File: src/common/scp_params.svh
// Constants of the serial configuration port: offsets, field positions,
// reset values and frame counts. Included by the package and the design.
// Assumes nothing of its surroundings; it holds definitions only.
//
// Overview of operation
// Chip select low enables access; otherwise ignore.
// Edge select high makes falling clock edge active.
// By default sample serial input on rising edge.
// Read data returns serially on serial output.
// Master reset low restores all state defaults. In the code the pin synchronisers are reset by i_srst only.
// Strap level seeds registers 34, 38, 64 bits. After i_srst the code seeds 0 whatever the strap level.
// Strap low means SDH, high means SONET.
// Seeded bits stay writable; writes override strap.
// Registers hold eight bits, two-digit hex address.
// Network type bit one means SONET defaults.
// Drive serial output only while selected.
`ifndef SCP_PARAMS_SVH
`define SCP_PARAMS_SVH

// Register map geometry: seven address bits plus a read flag.
`define SCP_ADDR_W 7
`define SCP_DATA_W 8
`define SCP_NUM_REGS 128
// Frame fields: first byte carries the read flag in its top bit.
`define SCP_RW_BIT 7
`define SCP_BITS_PER_BYTE 4'h7
// Strap-seeded registers and their bit positions.
`define SCP_ADDR_INPUT_MODE 7'h34
`define SCP_NET_TYPE_POS 2
`define SCP_ADDR_RATE_A 7'h38
`define SCP_RATE_A_LO_POS 5
`define SCP_RATE_A_HI_POS 6
`define SCP_ADDR_RATE_B 7'h64
`define SCP_RATE_B_POS 4
// Reset value of every register before the strap is applied.
`define SCP_REG_RST 8'h00

`endif

File: src/common/scp_pkg.sv
// Types shared by the serial configuration port design.
// Assumes the constants header sits in the same include path.
`include "scp_params.svh"

package scp_pkg;

  // Frame sequencer states, one-hot.
  typedef enum logic [3:0] {
    SCP_ST_IDLE = 4'h1,
    SCP_ST_ADDR = 4'h2,
    SCP_ST_DATA = 4'h4,
    SCP_ST_DONE = 4'h8
  } scp_state_t;

endpackage

File: src/design/scp_sync.sv
// Two-flop synchroniser for a bundle of independent level inputs.
// Assumes each bit is a slow level compared with i_clk; bits are not coherent.
`timescale 1ns/1ps
`default_nettype none

module scp_sync #(
  parameter int W = 1,
  parameter logic [W-1:0] RST_VAL = '0
) (
  input wire logic i_clk,
  input wire logic i_srst,
  input wire logic [W-1:0] i_d,
  output logic [W-1:0] o_q
);

  // First stage is read only by the second stage.
  logic [W-1:0] meta_q;

  // Both stages return to the idle level of the pins on reset.
  always_ff @(posedge i_clk) begin
    if (i_srst) begin
      meta_q <= RST_VAL;
      o_q <= RST_VAL;
    end else begin
      meta_q <= i_d;
      o_q <= meta_q;
    end
  end

endmodule // scp_sync

`default_nettype wire

File: src/design/scp_top.sv
// Serial configuration port with master reset and network-type strap.
// Assumes all pins are asynchronous to i_clk and the serial clock is at least
// eight i_clk periods long; frames are sixteen bits, first byte read flag and
// address, second byte data.
`timescale 1ns/1ps
`default_nettype none
`include "scp_params.svh"

module scp_top
  import scp_pkg::*;
(
  input wire logic i_clk,
  input wire logic i_srst,
  input wire logic i_chip_select_low,
  input wire logic i_serial_clk,
  input wire logic i_serial_in,
  input wire logic i_active_edge_select,
  input wire logic i_master_reset_low,
  input wire logic i_network_strap,
  output logic o_serial_out,
  output logic o_serial_out_oe,
  output logic o_network_type_bit,
  output logic [1:0] o_rate_sel_a,
  output logic o_rate_sel_b
);

  // Synchronised pins.
  logic cs_low_s; // Chip select, active low.
  logic sclk_s; // Serial clock level.
  logic sdi_s; // Serial data in.
  logic edge_sel_s; // Active edge select.
  logic strap_s; // Network strap level.
  logic mrst_low_s; // Master reset, active low.

  // The bundle idles with chip select high so a reset never looks like a frame.
  scp_sync #(.W(5), .RST_VAL(5'h10)) u_pin_sync (
    .i_clk(i_clk),
    .i_srst(i_srst),
    .i_d({i_chip_select_low, i_serial_clk, i_serial_in, i_active_edge_select,
          i_network_strap}),
    .o_q({cs_low_s, sclk_s, sdi_s, edge_sel_s, strap_s})
  );

  // Master reset has its own synchroniser; it resets the frame logic, while the pin bundle is reset by i_srst only.
  scp_sync #(.W(1), .RST_VAL(1'h1)) u_mrst_sync (
    .i_clk(i_clk),
    .i_srst(i_srst),
    .i_d(i_master_reset_low),
    .o_q(mrst_low_s)
  );

  // Internal reset: either the system reset or the master reset pin.
  logic rst;
  assign rst = i_srst | ~mrst_low_s;

  // Edge detection on the sampled serial clock.
  logic sclk_prev_q;
  logic sclk_rise;
  logic sclk_fall;
  logic cap_edge; // Edge on which serial input is taken.
  logic shift_edge; // Opposite edge, on which serial output changes.

  always_ff @(posedge i_clk) begin
    if (rst) begin
      sclk_prev_q <= 1'h0;
    end else begin
      sclk_prev_q <= sclk_s;
    end
  end

  assign sclk_rise = sclk_s & ~sclk_prev_q;
  assign sclk_fall = ~sclk_s & sclk_prev_q;
  // Edge select high picks the falling edge; otherwise rising captures.
  assign cap_edge = edge_sel_s ? sclk_fall : sclk_rise;
  assign shift_edge = edge_sel_s ? sclk_rise : sclk_fall;

  // Frame sequencer and its bit counter.
  scp_state_t state_q;
  logic [3:0] cnt_q;
  logic [7:0] sh_in_q; // Incoming bits, newest in bit 0.
  logic [`SCP_ADDR_W-1:0] addr_q; // Latched register address.
  logic rd_q; // Current frame is a read.
  logic [7:0] byte_in; // Byte completed on this capture edge.
  logic byte_done;

  assign byte_in = {sh_in_q[6:0], sdi_s};
  assign byte_done = cap_edge && (cnt_q == `SCP_BITS_PER_BYTE);

  // Chip select high forces idle, so clock and data activity are ignored.
  always_ff @(posedge i_clk) begin
    if (rst) begin
      state_q <= SCP_ST_IDLE;
      cnt_q <= 4'h0;
    end else if (cs_low_s) begin
      state_q <= SCP_ST_IDLE;
      cnt_q <= 4'h0;
    end else begin
      case (state_q)
        SCP_ST_IDLE: begin
          state_q <= SCP_ST_ADDR;
          cnt_q <= 4'h0;
        end
        SCP_ST_ADDR, SCP_ST_DATA: begin
          if (byte_done) begin
            // Extra bytes after the data byte are ignored until deselect.
            state_q <= (state_q == SCP_ST_ADDR) ? SCP_ST_DATA : SCP_ST_DONE;
            cnt_q <= 4'h0;
          end else if (cap_edge) begin
            cnt_q <= cnt_q + 4'h1;
          end
        end
        SCP_ST_DONE: begin
          cnt_q <= 4'h0;
        end
        default: begin
          state_q <= SCP_ST_IDLE;
          cnt_q <= 4'h0;
        end
      endcase
    end
  end

  // Input shifter and address latch.
  always_ff @(posedge i_clk) begin
    if (rst) begin
      sh_in_q <= 8'h00;
      addr_q <= '0;
      rd_q <= 1'h0;
    end else begin
      if (cap_edge && !cs_low_s) begin
        sh_in_q <= byte_in;
      end
      // Address byte: read flag on top, seven address bits below.
      if (state_q == SCP_ST_ADDR && byte_done && !cs_low_s) begin
        rd_q <= byte_in[`SCP_RW_BIT];
        addr_q <= byte_in[`SCP_ADDR_W-1:0];
      end
    end
  end

  // Register file, 8 bits per address.
  logic [`SCP_DATA_W-1:0] regs_q [`SCP_NUM_REGS];
  logic strap_load_q; // High for the first cycle after reset release.
  logic wr_fire;

  assign wr_fire = (state_q == SCP_ST_DATA) && byte_done && !cs_low_s && !rd_q;

  // The strap is caught one cycle after reset release, not during reset, so a
  // strap pin settling late is still seen cleanly after a master reset; after i_srst
  // the strap synchroniser is still at its reset level 0, so 0 is seeded.
  always_ff @(posedge i_clk) begin
    if (rst) begin
      strap_load_q <= 1'h1;
    end else begin
      strap_load_q <= 1'h0;
    end
  end

  // Storage: reset, then strap seeding, then software writes override.
  always_ff @(posedge i_clk) begin
    if (rst) begin
      for (int i = 0; i < `SCP_NUM_REGS; i++) begin
        regs_q[i] <= `SCP_REG_RST;
      end
    end else if (strap_load_q) begin
      // Strap low selects SDH (0), high selects SONET (1).
      regs_q[`SCP_ADDR_INPUT_MODE][`SCP_NET_TYPE_POS] <= strap_s;
      regs_q[`SCP_ADDR_RATE_A][`SCP_RATE_A_LO_POS] <= strap_s;
      regs_q[`SCP_ADDR_RATE_A][`SCP_RATE_A_HI_POS] <= strap_s;
      regs_q[`SCP_ADDR_RATE_B][`SCP_RATE_B_POS] <= strap_s;
    end else if (wr_fire) begin
      regs_q[addr_q] <= byte_in;
    end
  end

  // Network selection outputs follow their register bits one cycle late.
  always_ff @(posedge i_clk) begin
    if (rst) begin
      o_network_type_bit <= 1'h0;
      o_rate_sel_a <= 2'h0;
      o_rate_sel_b <= 1'h0;
    end else begin
      o_network_type_bit <= regs_q[`SCP_ADDR_INPUT_MODE][`SCP_NET_TYPE_POS];
      o_rate_sel_a <= {regs_q[`SCP_ADDR_RATE_A][`SCP_RATE_A_HI_POS],
                       regs_q[`SCP_ADDR_RATE_A][`SCP_RATE_A_LO_POS]};
      o_rate_sel_b <= regs_q[`SCP_ADDR_RATE_B][`SCP_RATE_B_POS];
    end
  end

  // Read path: data loads when the address byte ends and leaves MSB first,
  // one bit per shift edge, so the first bit is out before the first capture.
  logic [7:0] sh_out_q;
  logic [`SCP_ADDR_W-1:0] rd_addr;
  assign rd_addr = byte_in[`SCP_ADDR_W-1:0];

  always_ff @(posedge i_clk) begin
    if (rst || cs_low_s) begin
      sh_out_q <= 8'h00;
      o_serial_out <= 1'h0;
    end else if (state_q == SCP_ST_ADDR && byte_done) begin
      // A write frame shifts out zeros.
      sh_out_q <= byte_in[`SCP_RW_BIT] ? regs_q[rd_addr] : 8'h00;
    end else if (state_q == SCP_ST_DATA && shift_edge) begin
      o_serial_out <= sh_out_q[7];
      sh_out_q <= {sh_out_q[6:0], 1'h0};
    end else if (state_q != SCP_ST_DATA) begin
      o_serial_out <= 1'h0;
    end
  end

  // Output enable follows the sampled chip select; the pin floats otherwise.
  always_ff @(posedge i_clk) begin
    if (rst) begin
      o_serial_out_oe <= 1'h0;
    end else begin
      o_serial_out_oe <= ~cs_low_s;
    end
  end

  // Checks.
  cs_ignore_a: assert property (@(posedge i_clk) disable iff (rst)
    cs_low_s |=> (state_q == SCP_ST_IDLE) && (cnt_q == 4'h0))
    else $error("Frame logic active while deselected.");
  fall_active_a: assert property (@(posedge i_clk) disable iff (rst)
    (edge_sel_s && sclk_rise && !cs_low_s && state_q == SCP_ST_ADDR) |=> $stable(cnt_q))
    else $error("Rising edge counted with falling edge selected.");
  rise_default_a: assert property (@(posedge i_clk) disable iff (rst)
    (!edge_sel_s && sclk_fall && !cs_low_s && state_q == SCP_ST_ADDR) |=> $stable(cnt_q))
    else $error("Falling edge counted in default edge setting.");
  read_bit_a: assert property (@(posedge i_clk) disable iff (rst)
    (state_q == SCP_ST_DATA && shift_edge && !cs_low_s) |=> o_serial_out == $past(sh_out_q[7]))
    else $error("Serial output bit does not match read data.");
  reset_idle_a: assert property (@(posedge i_clk)
    rst |=> (state_q == SCP_ST_IDLE) && !o_serial_out_oe && strap_load_q)
    else $error("State not default after reset.");
  strap_seed_a: assert property (@(posedge i_clk) disable iff (rst)
    strap_load_q |=> regs_q[`SCP_ADDR_RATE_A][`SCP_RATE_A_HI_POS] == $past(strap_s)
      && regs_q[`SCP_ADDR_RATE_B][`SCP_RATE_B_POS] == $past(strap_s))
    else $error("Strap not loaded into rate registers.");
  strap_polarity_a: assert property (@(posedge i_clk) disable iff (rst)
    (strap_load_q && !strap_s) |-> ##2 !o_network_type_bit)
    else $error("Low strap did not select SDH.");
  sw_override_a: assert property (@(posedge i_clk) disable iff (rst)
    (wr_fire && !strap_load_q) |=> regs_q[$past(addr_q)] == $past(byte_in))
    else $error("Software write did not store.");
  addr_latch_a: assert property (@(posedge i_clk) disable iff (rst)
    (state_q == SCP_ST_ADDR && byte_done && !cs_low_s) |=> addr_q == $past(byte_in[6:0]))
    else $error("Address byte not latched.");
  net_type_out_a: assert property (@(posedge i_clk) disable iff (rst)
    $changed(regs_q[`SCP_ADDR_INPUT_MODE][`SCP_NET_TYPE_POS]) |=>
      o_network_type_bit == $past(regs_q[`SCP_ADDR_INPUT_MODE][`SCP_NET_TYPE_POS]))
    else $error("Network type output does not follow register.");
  sdo_float_a: assert property (@(posedge i_clk) disable iff (rst)
    cs_low_s |=> !o_serial_out_oe ##1 !o_serial_out)
    else $error("Serial output driven while deselected.");

  read_frame_c: cover property (@(posedge i_clk) disable iff (rst)
    state_q == SCP_ST_DATA && rd_q && byte_done);
  write_frame_c: cover property (@(posedge i_clk) disable iff (rst) wr_fire);
  strap_high_c: cover property (@(posedge i_clk) disable iff (rst) strap_load_q && strap_s);
  fall_mode_c: cover property (@(posedge i_clk) disable iff (rst) edge_sel_s && wr_fire);

endmodule // scp_top

`default_nettype wire

File: config.mk
export PLATFORM = sky130hd
export DESIGN_NAME = scp_top
export DESIGN_NICKNAME = d
export VERILOG_FILES = /design/src/common/scp_pkg.sv /design/src/design/scp_sync.sv /design/src/design/scp_top.sv
export VERILOG_INCLUDE_DIRS = /design/src /design/src/common
export SDC_FILE = /design/constraint.sdc
export NUM_CORES = 2
export LEC_CHECK = 0
export BUFFER_PORTS_ARGS = -buffer_cell sky130_fd_sc_hd__buf_2
export CORE_UTILIZATION = 40
export DETAILED_ROUTE_END_ITERATION = 6
export PLACE_DENSITY = 0.65
export SLEW_MARGIN = 10
export SYNTH_ARGS = -nofsm -noshare
export SYNTH_HDL_FRONTEND = slang
export SYNTH_HIERARCHICAL = 1
export SYNTH_SLANG_ARGS = --single-unit
export TNS_END_PERCENT = 10
File: constraint.sdc
create_clock -name i_clk -period 3.1 [get_ports i_clk]
set_input_delay 0.775 -clock i_clk [delete_from_list [all_inputs] [get_ports i_clk]]
set_output_delay 0.775 -clock i_clk [all_outputs]
set_load 0.02 [all_outputs]
==> impl_metrics.csv <==
group,metric,value,unit
status,run_status,"completed",
setup_path,start_kind,"flop",
sta,worstMarginPinSlew,0.901,ns
sta,slew_viol_final,0,
clocking,tritoncts_clock_tree,"built",
floorplanning,ioPinCount,14,
synth,postSynthRegisterBits,1075,
setup_path,r2r_cells,9,
clocking,cts-root-buf,"sky130_fd_sc_hd__clkbuf_16",
synth,yosysSeqAreaShare,66.8,%
sta,whs,0.276,ns
routing,vias,30669,
sta,grt_setup_unrepaired,"no",
sta,worst_slack,0.178,ns
place,placement.cell_area,52700,um^2
sta,finalHoldViolCount,0,
synth,post_synth_inst_count,3551,
global_route,grt_pass1_vias,30167,
routing,number_of_vias_per_cell,5.59,
floorplanning,dieArea,120000,um^2
synth,synth_async_sr_flop_share,0,%
routing,ant_nets,0,
global_route,global_route.usage.total,21.2,%
routing,firstDrtPassIters,6,
routing,initial_detailed_routing_violation_count,4094,
synth,synth.most_common_cell,"sky130_fd_sc_hd__nor2_1",
global_route,grt_first_pass_wirelength,192000,um
clocking,cts_resized,0,
sta,clock.fmax,342,MHz
clocking,clock-sinks,1075,
finish,syn2layout_area_growth,17.8,%
setup_path,terminus_of_the_critical_flop_to_flop_path,"sh_out_q[0]",
setup_path,timing.critical_path.arrival,3.52,ns
synth,yosys_most_used_dff,"sky130_fd_sc_hd__edfxtp_1",
clocking,post-cts-setup-buffers,0,
sta,final_period_minus_worst_setup_slack,2.92,ns
synth,synth_edf_count,1024,
min_path,worst_hold_path.num_cells,2,
power,power.leakage,19.5,nW
synth,number_of_nets_in_the_synthesized_netlist,3560,
finish,filler_cell_count,10121,
clocking,clkTransAtPathRegs,0.06,ns
sta,layout_worst_path_cycle_share,94.3,%
sta,worst_clock_skew,0.0218,ns
finish,fin_area,56000,um^2
clocking,bufs_on_longest_clock_path,3,
synth,post_synth_instance_area,47600,um^2
place,post_detailed_placement_half_perimeter_wirelength,83900,um
floorplanning,placement_rows,126,
synth,synth_area_per_cell,13.4,um^2
setup_path,timing.critical_path.required,3.70,ns
global_route,grt_overflow_total,0,
min_path,launch_instance_of_the_worst_min_delay_path,"i_master_reset_low",
synth,synth_top_area_cell,"sky130_fd_sc_hd__edfxtp_1",
power,power-per-cell-area,549,nW/um^2
global_route,number_of_antenna_violations_at_the_first_check_in_global_routing,2,
sta,setup-tns-final,0,ns
sta,worst_relative_slew_slack,38.4,%
synth,synth.yosys.warnings,6,
flow_run,cap_violations,0,
setup_path,setup.worst_path.class,"reg2reg",
setup_path,reg2reg_setup_slack,0.18,ns
place,quantity_of_i_o_buffers_inserted_on_ports,13,
sta,finalSetupViolCount,0,
setup_path,r2r_start,"sh_in_q[1]",
min_path,worstHoldEndpoint,"u_mrst_sync/meta_q",
finish,final_cells,5490,
clocking,cts.htree.levels,3,
place,pre_cts_slack,0.00388,ns
finish,final_net_count,3874,
place,gpl.final_weighted_congestion,0.877,
place,dp_cells,5292,
clocking,insertion_delay,0.68,ns
clocking,cts_inserted_buffers,107,
floorplanning,initial_utilization,40.3,%
global_route,pin_count_of_the_biggest_net_entering_global_routing,97,
synth,synth_top_area_share,64.7,%
finish,utilization,47.5,%
power,design_power_total,30.8,mW
clocking,holdBufCountCts,0,
power,vdd_ir_drop_max,0.447,mV
floorplanning,die_width,347,um
floorplanning,die_h,347,um
floorplanning,core_area,118000,um^2
routing,wire_per_inst,23.1,um
routing,route.final.wire_length,127000,um
setup_path,critical_path.max_fanout,14,
routing,drc_errors,0,
setup_path,setup.worst_path.end_class,"flop",
finish,antenna_cells_inserted,0,
min_path,hold_path_class,"in2reg",
synth,synthTopCellsByCount,"1053 x sky130_fd_sc_hd__nor2_1, 1024 x sky130_fd_sc_hd__edfxtp_1, 413 x sky130_fd_sc_hd__nand2_1",
finish,post_route_cells_drive_above_1_share,24.6,%
synth,synthDistinctLibCells,62,
synth,post_synth_main_area_contributors,"sky130_fd_sc_hd__edfxtp_1 65%, sky130_fd_sc_hd__mux4_2 11%, sky130_fd_sc_hd__nor2_1 8.3%, sky130_fd_sc_hd__nand2_1 3.3%, sky130_fd_sc_hd__dfxtp_1 2.1%",
[kinds of logic (layout without fill, tap and decap cells)]
logic type,count (synthesis),after routing,synth area share [%]
xor+xnor,2,2,0.0368
buf+inv,278,681,2.43
simple gates,1634,1634,14.5
compound gates,234,234,3.30
fa+ha+maj,1,1,0.0263
mux,327,327,12.9
flops,1075,1075,66.8
[flip-flops by register name, indices dropped and copies added (netlist names), 4 cells and up]
signal / count
state_q: 4
addr_q: 7
cnt_q: 4
u_pin_sync/meta_q: 5
sh_in_q: 7
regs_q: 1024
u_pin_sync/o_q: 5
sh_out_q: 8
[per-layer routing]
| layer | wire length, um | global-route usage [%] |
|---|---|---|
| met1 | 52100 | 29.5 |
| met2 | 60400 | 34.0 |
| met3 | 10900 | 3.34 |
| met4 | 3640 | 6.70 |
| met5 | 11 | 0 |
[worst max-delay path: stages (launching register included)]
cell                        delay [ns]
sky130_fd_sc_hd__dfxtp_2          0.69
sky130_fd_sc_hd__buf_4            0.36
sky130_fd_sc_hd__nand2b_2         0.12
sky130_fd_sc_hd__buf_4            0.22
sky130_fd_sc_hd__o22ai_1          0.31
sky130_fd_sc_hd__a2111oi_0        0.20
sky130_fd_sc_hd__buf_4            0.21
sky130_fd_sc_hd__a311oi_1         0.38
sky130_fd_sc_hd__o211ai_1         0.15
sky130_fd_sc_hd__o31ai_1          0.19
[how the worst max path moves through the flow]
stage	from	end	slack, ns	cells past startpoint
floorplan	i_srst	regs_q[10][0]	0.05	8
global placement	i_srst	regs_q[10][2]	0.05	12
detailed placement	i_srst	regs_q[78][2]	0.004	10
CTS	u_pin_sync/o_q[2]	sh_out_q[0]	0.16	8
global route	u_pin_sync/o_q[2]	sh_out_q[0]	0.11	8
finish	sh_in_q[1]	sh_out_q[0]	0.18	9
[layout by cell type (no fill, tap or decap), types with 48 or more instances in the layout]
| master | count |
|---|---|
| sky130_fd_sc_hd__mux4_2 | 224 |
| sky130_fd_sc_hd__nor2_1 | 1053 |
| sky130_fd_sc_hd__nand2_1 | 406 |
| sky130_fd_sc_hd__mux2_2 | 50 |
| sky130_fd_sc_hd__buf_4 | 412 |
| sky130_fd_sc_hd__mux2i_1 | 53 |
| sky130_fd_sc_hd__buf_12 | 50 |
| sky130_fd_sc_hd__clkbuf_16 | 109 |
| sky130_fd_sc_hd__edfxtp_1 | 1024 |
| sky130_fd_sc_hd__a21oi_1 | 48 |
[cell type report]
type                    count  area (um^2)  share of cell area, %
repair buffers            475         4160                   7.42
inverters                   8         30.0                 0.0536
well taps                1536         1920                   3.43
multi-input cells        2198        14800                   26.4
flip-flops and latches   1075        31800                   56.7
clock buffers             148         2910                   5.20
clock inverters            50          437                  0.779
[report_power, final]
part           total (mW)  internal [mW]  switching, mW
registers            16.8           16.5          0.228
clock network        12.6           7.06           5.51
logic                1.41          0.603          0.809
total                30.8           24.2           6.54
(Power assumes the default switching activity.)
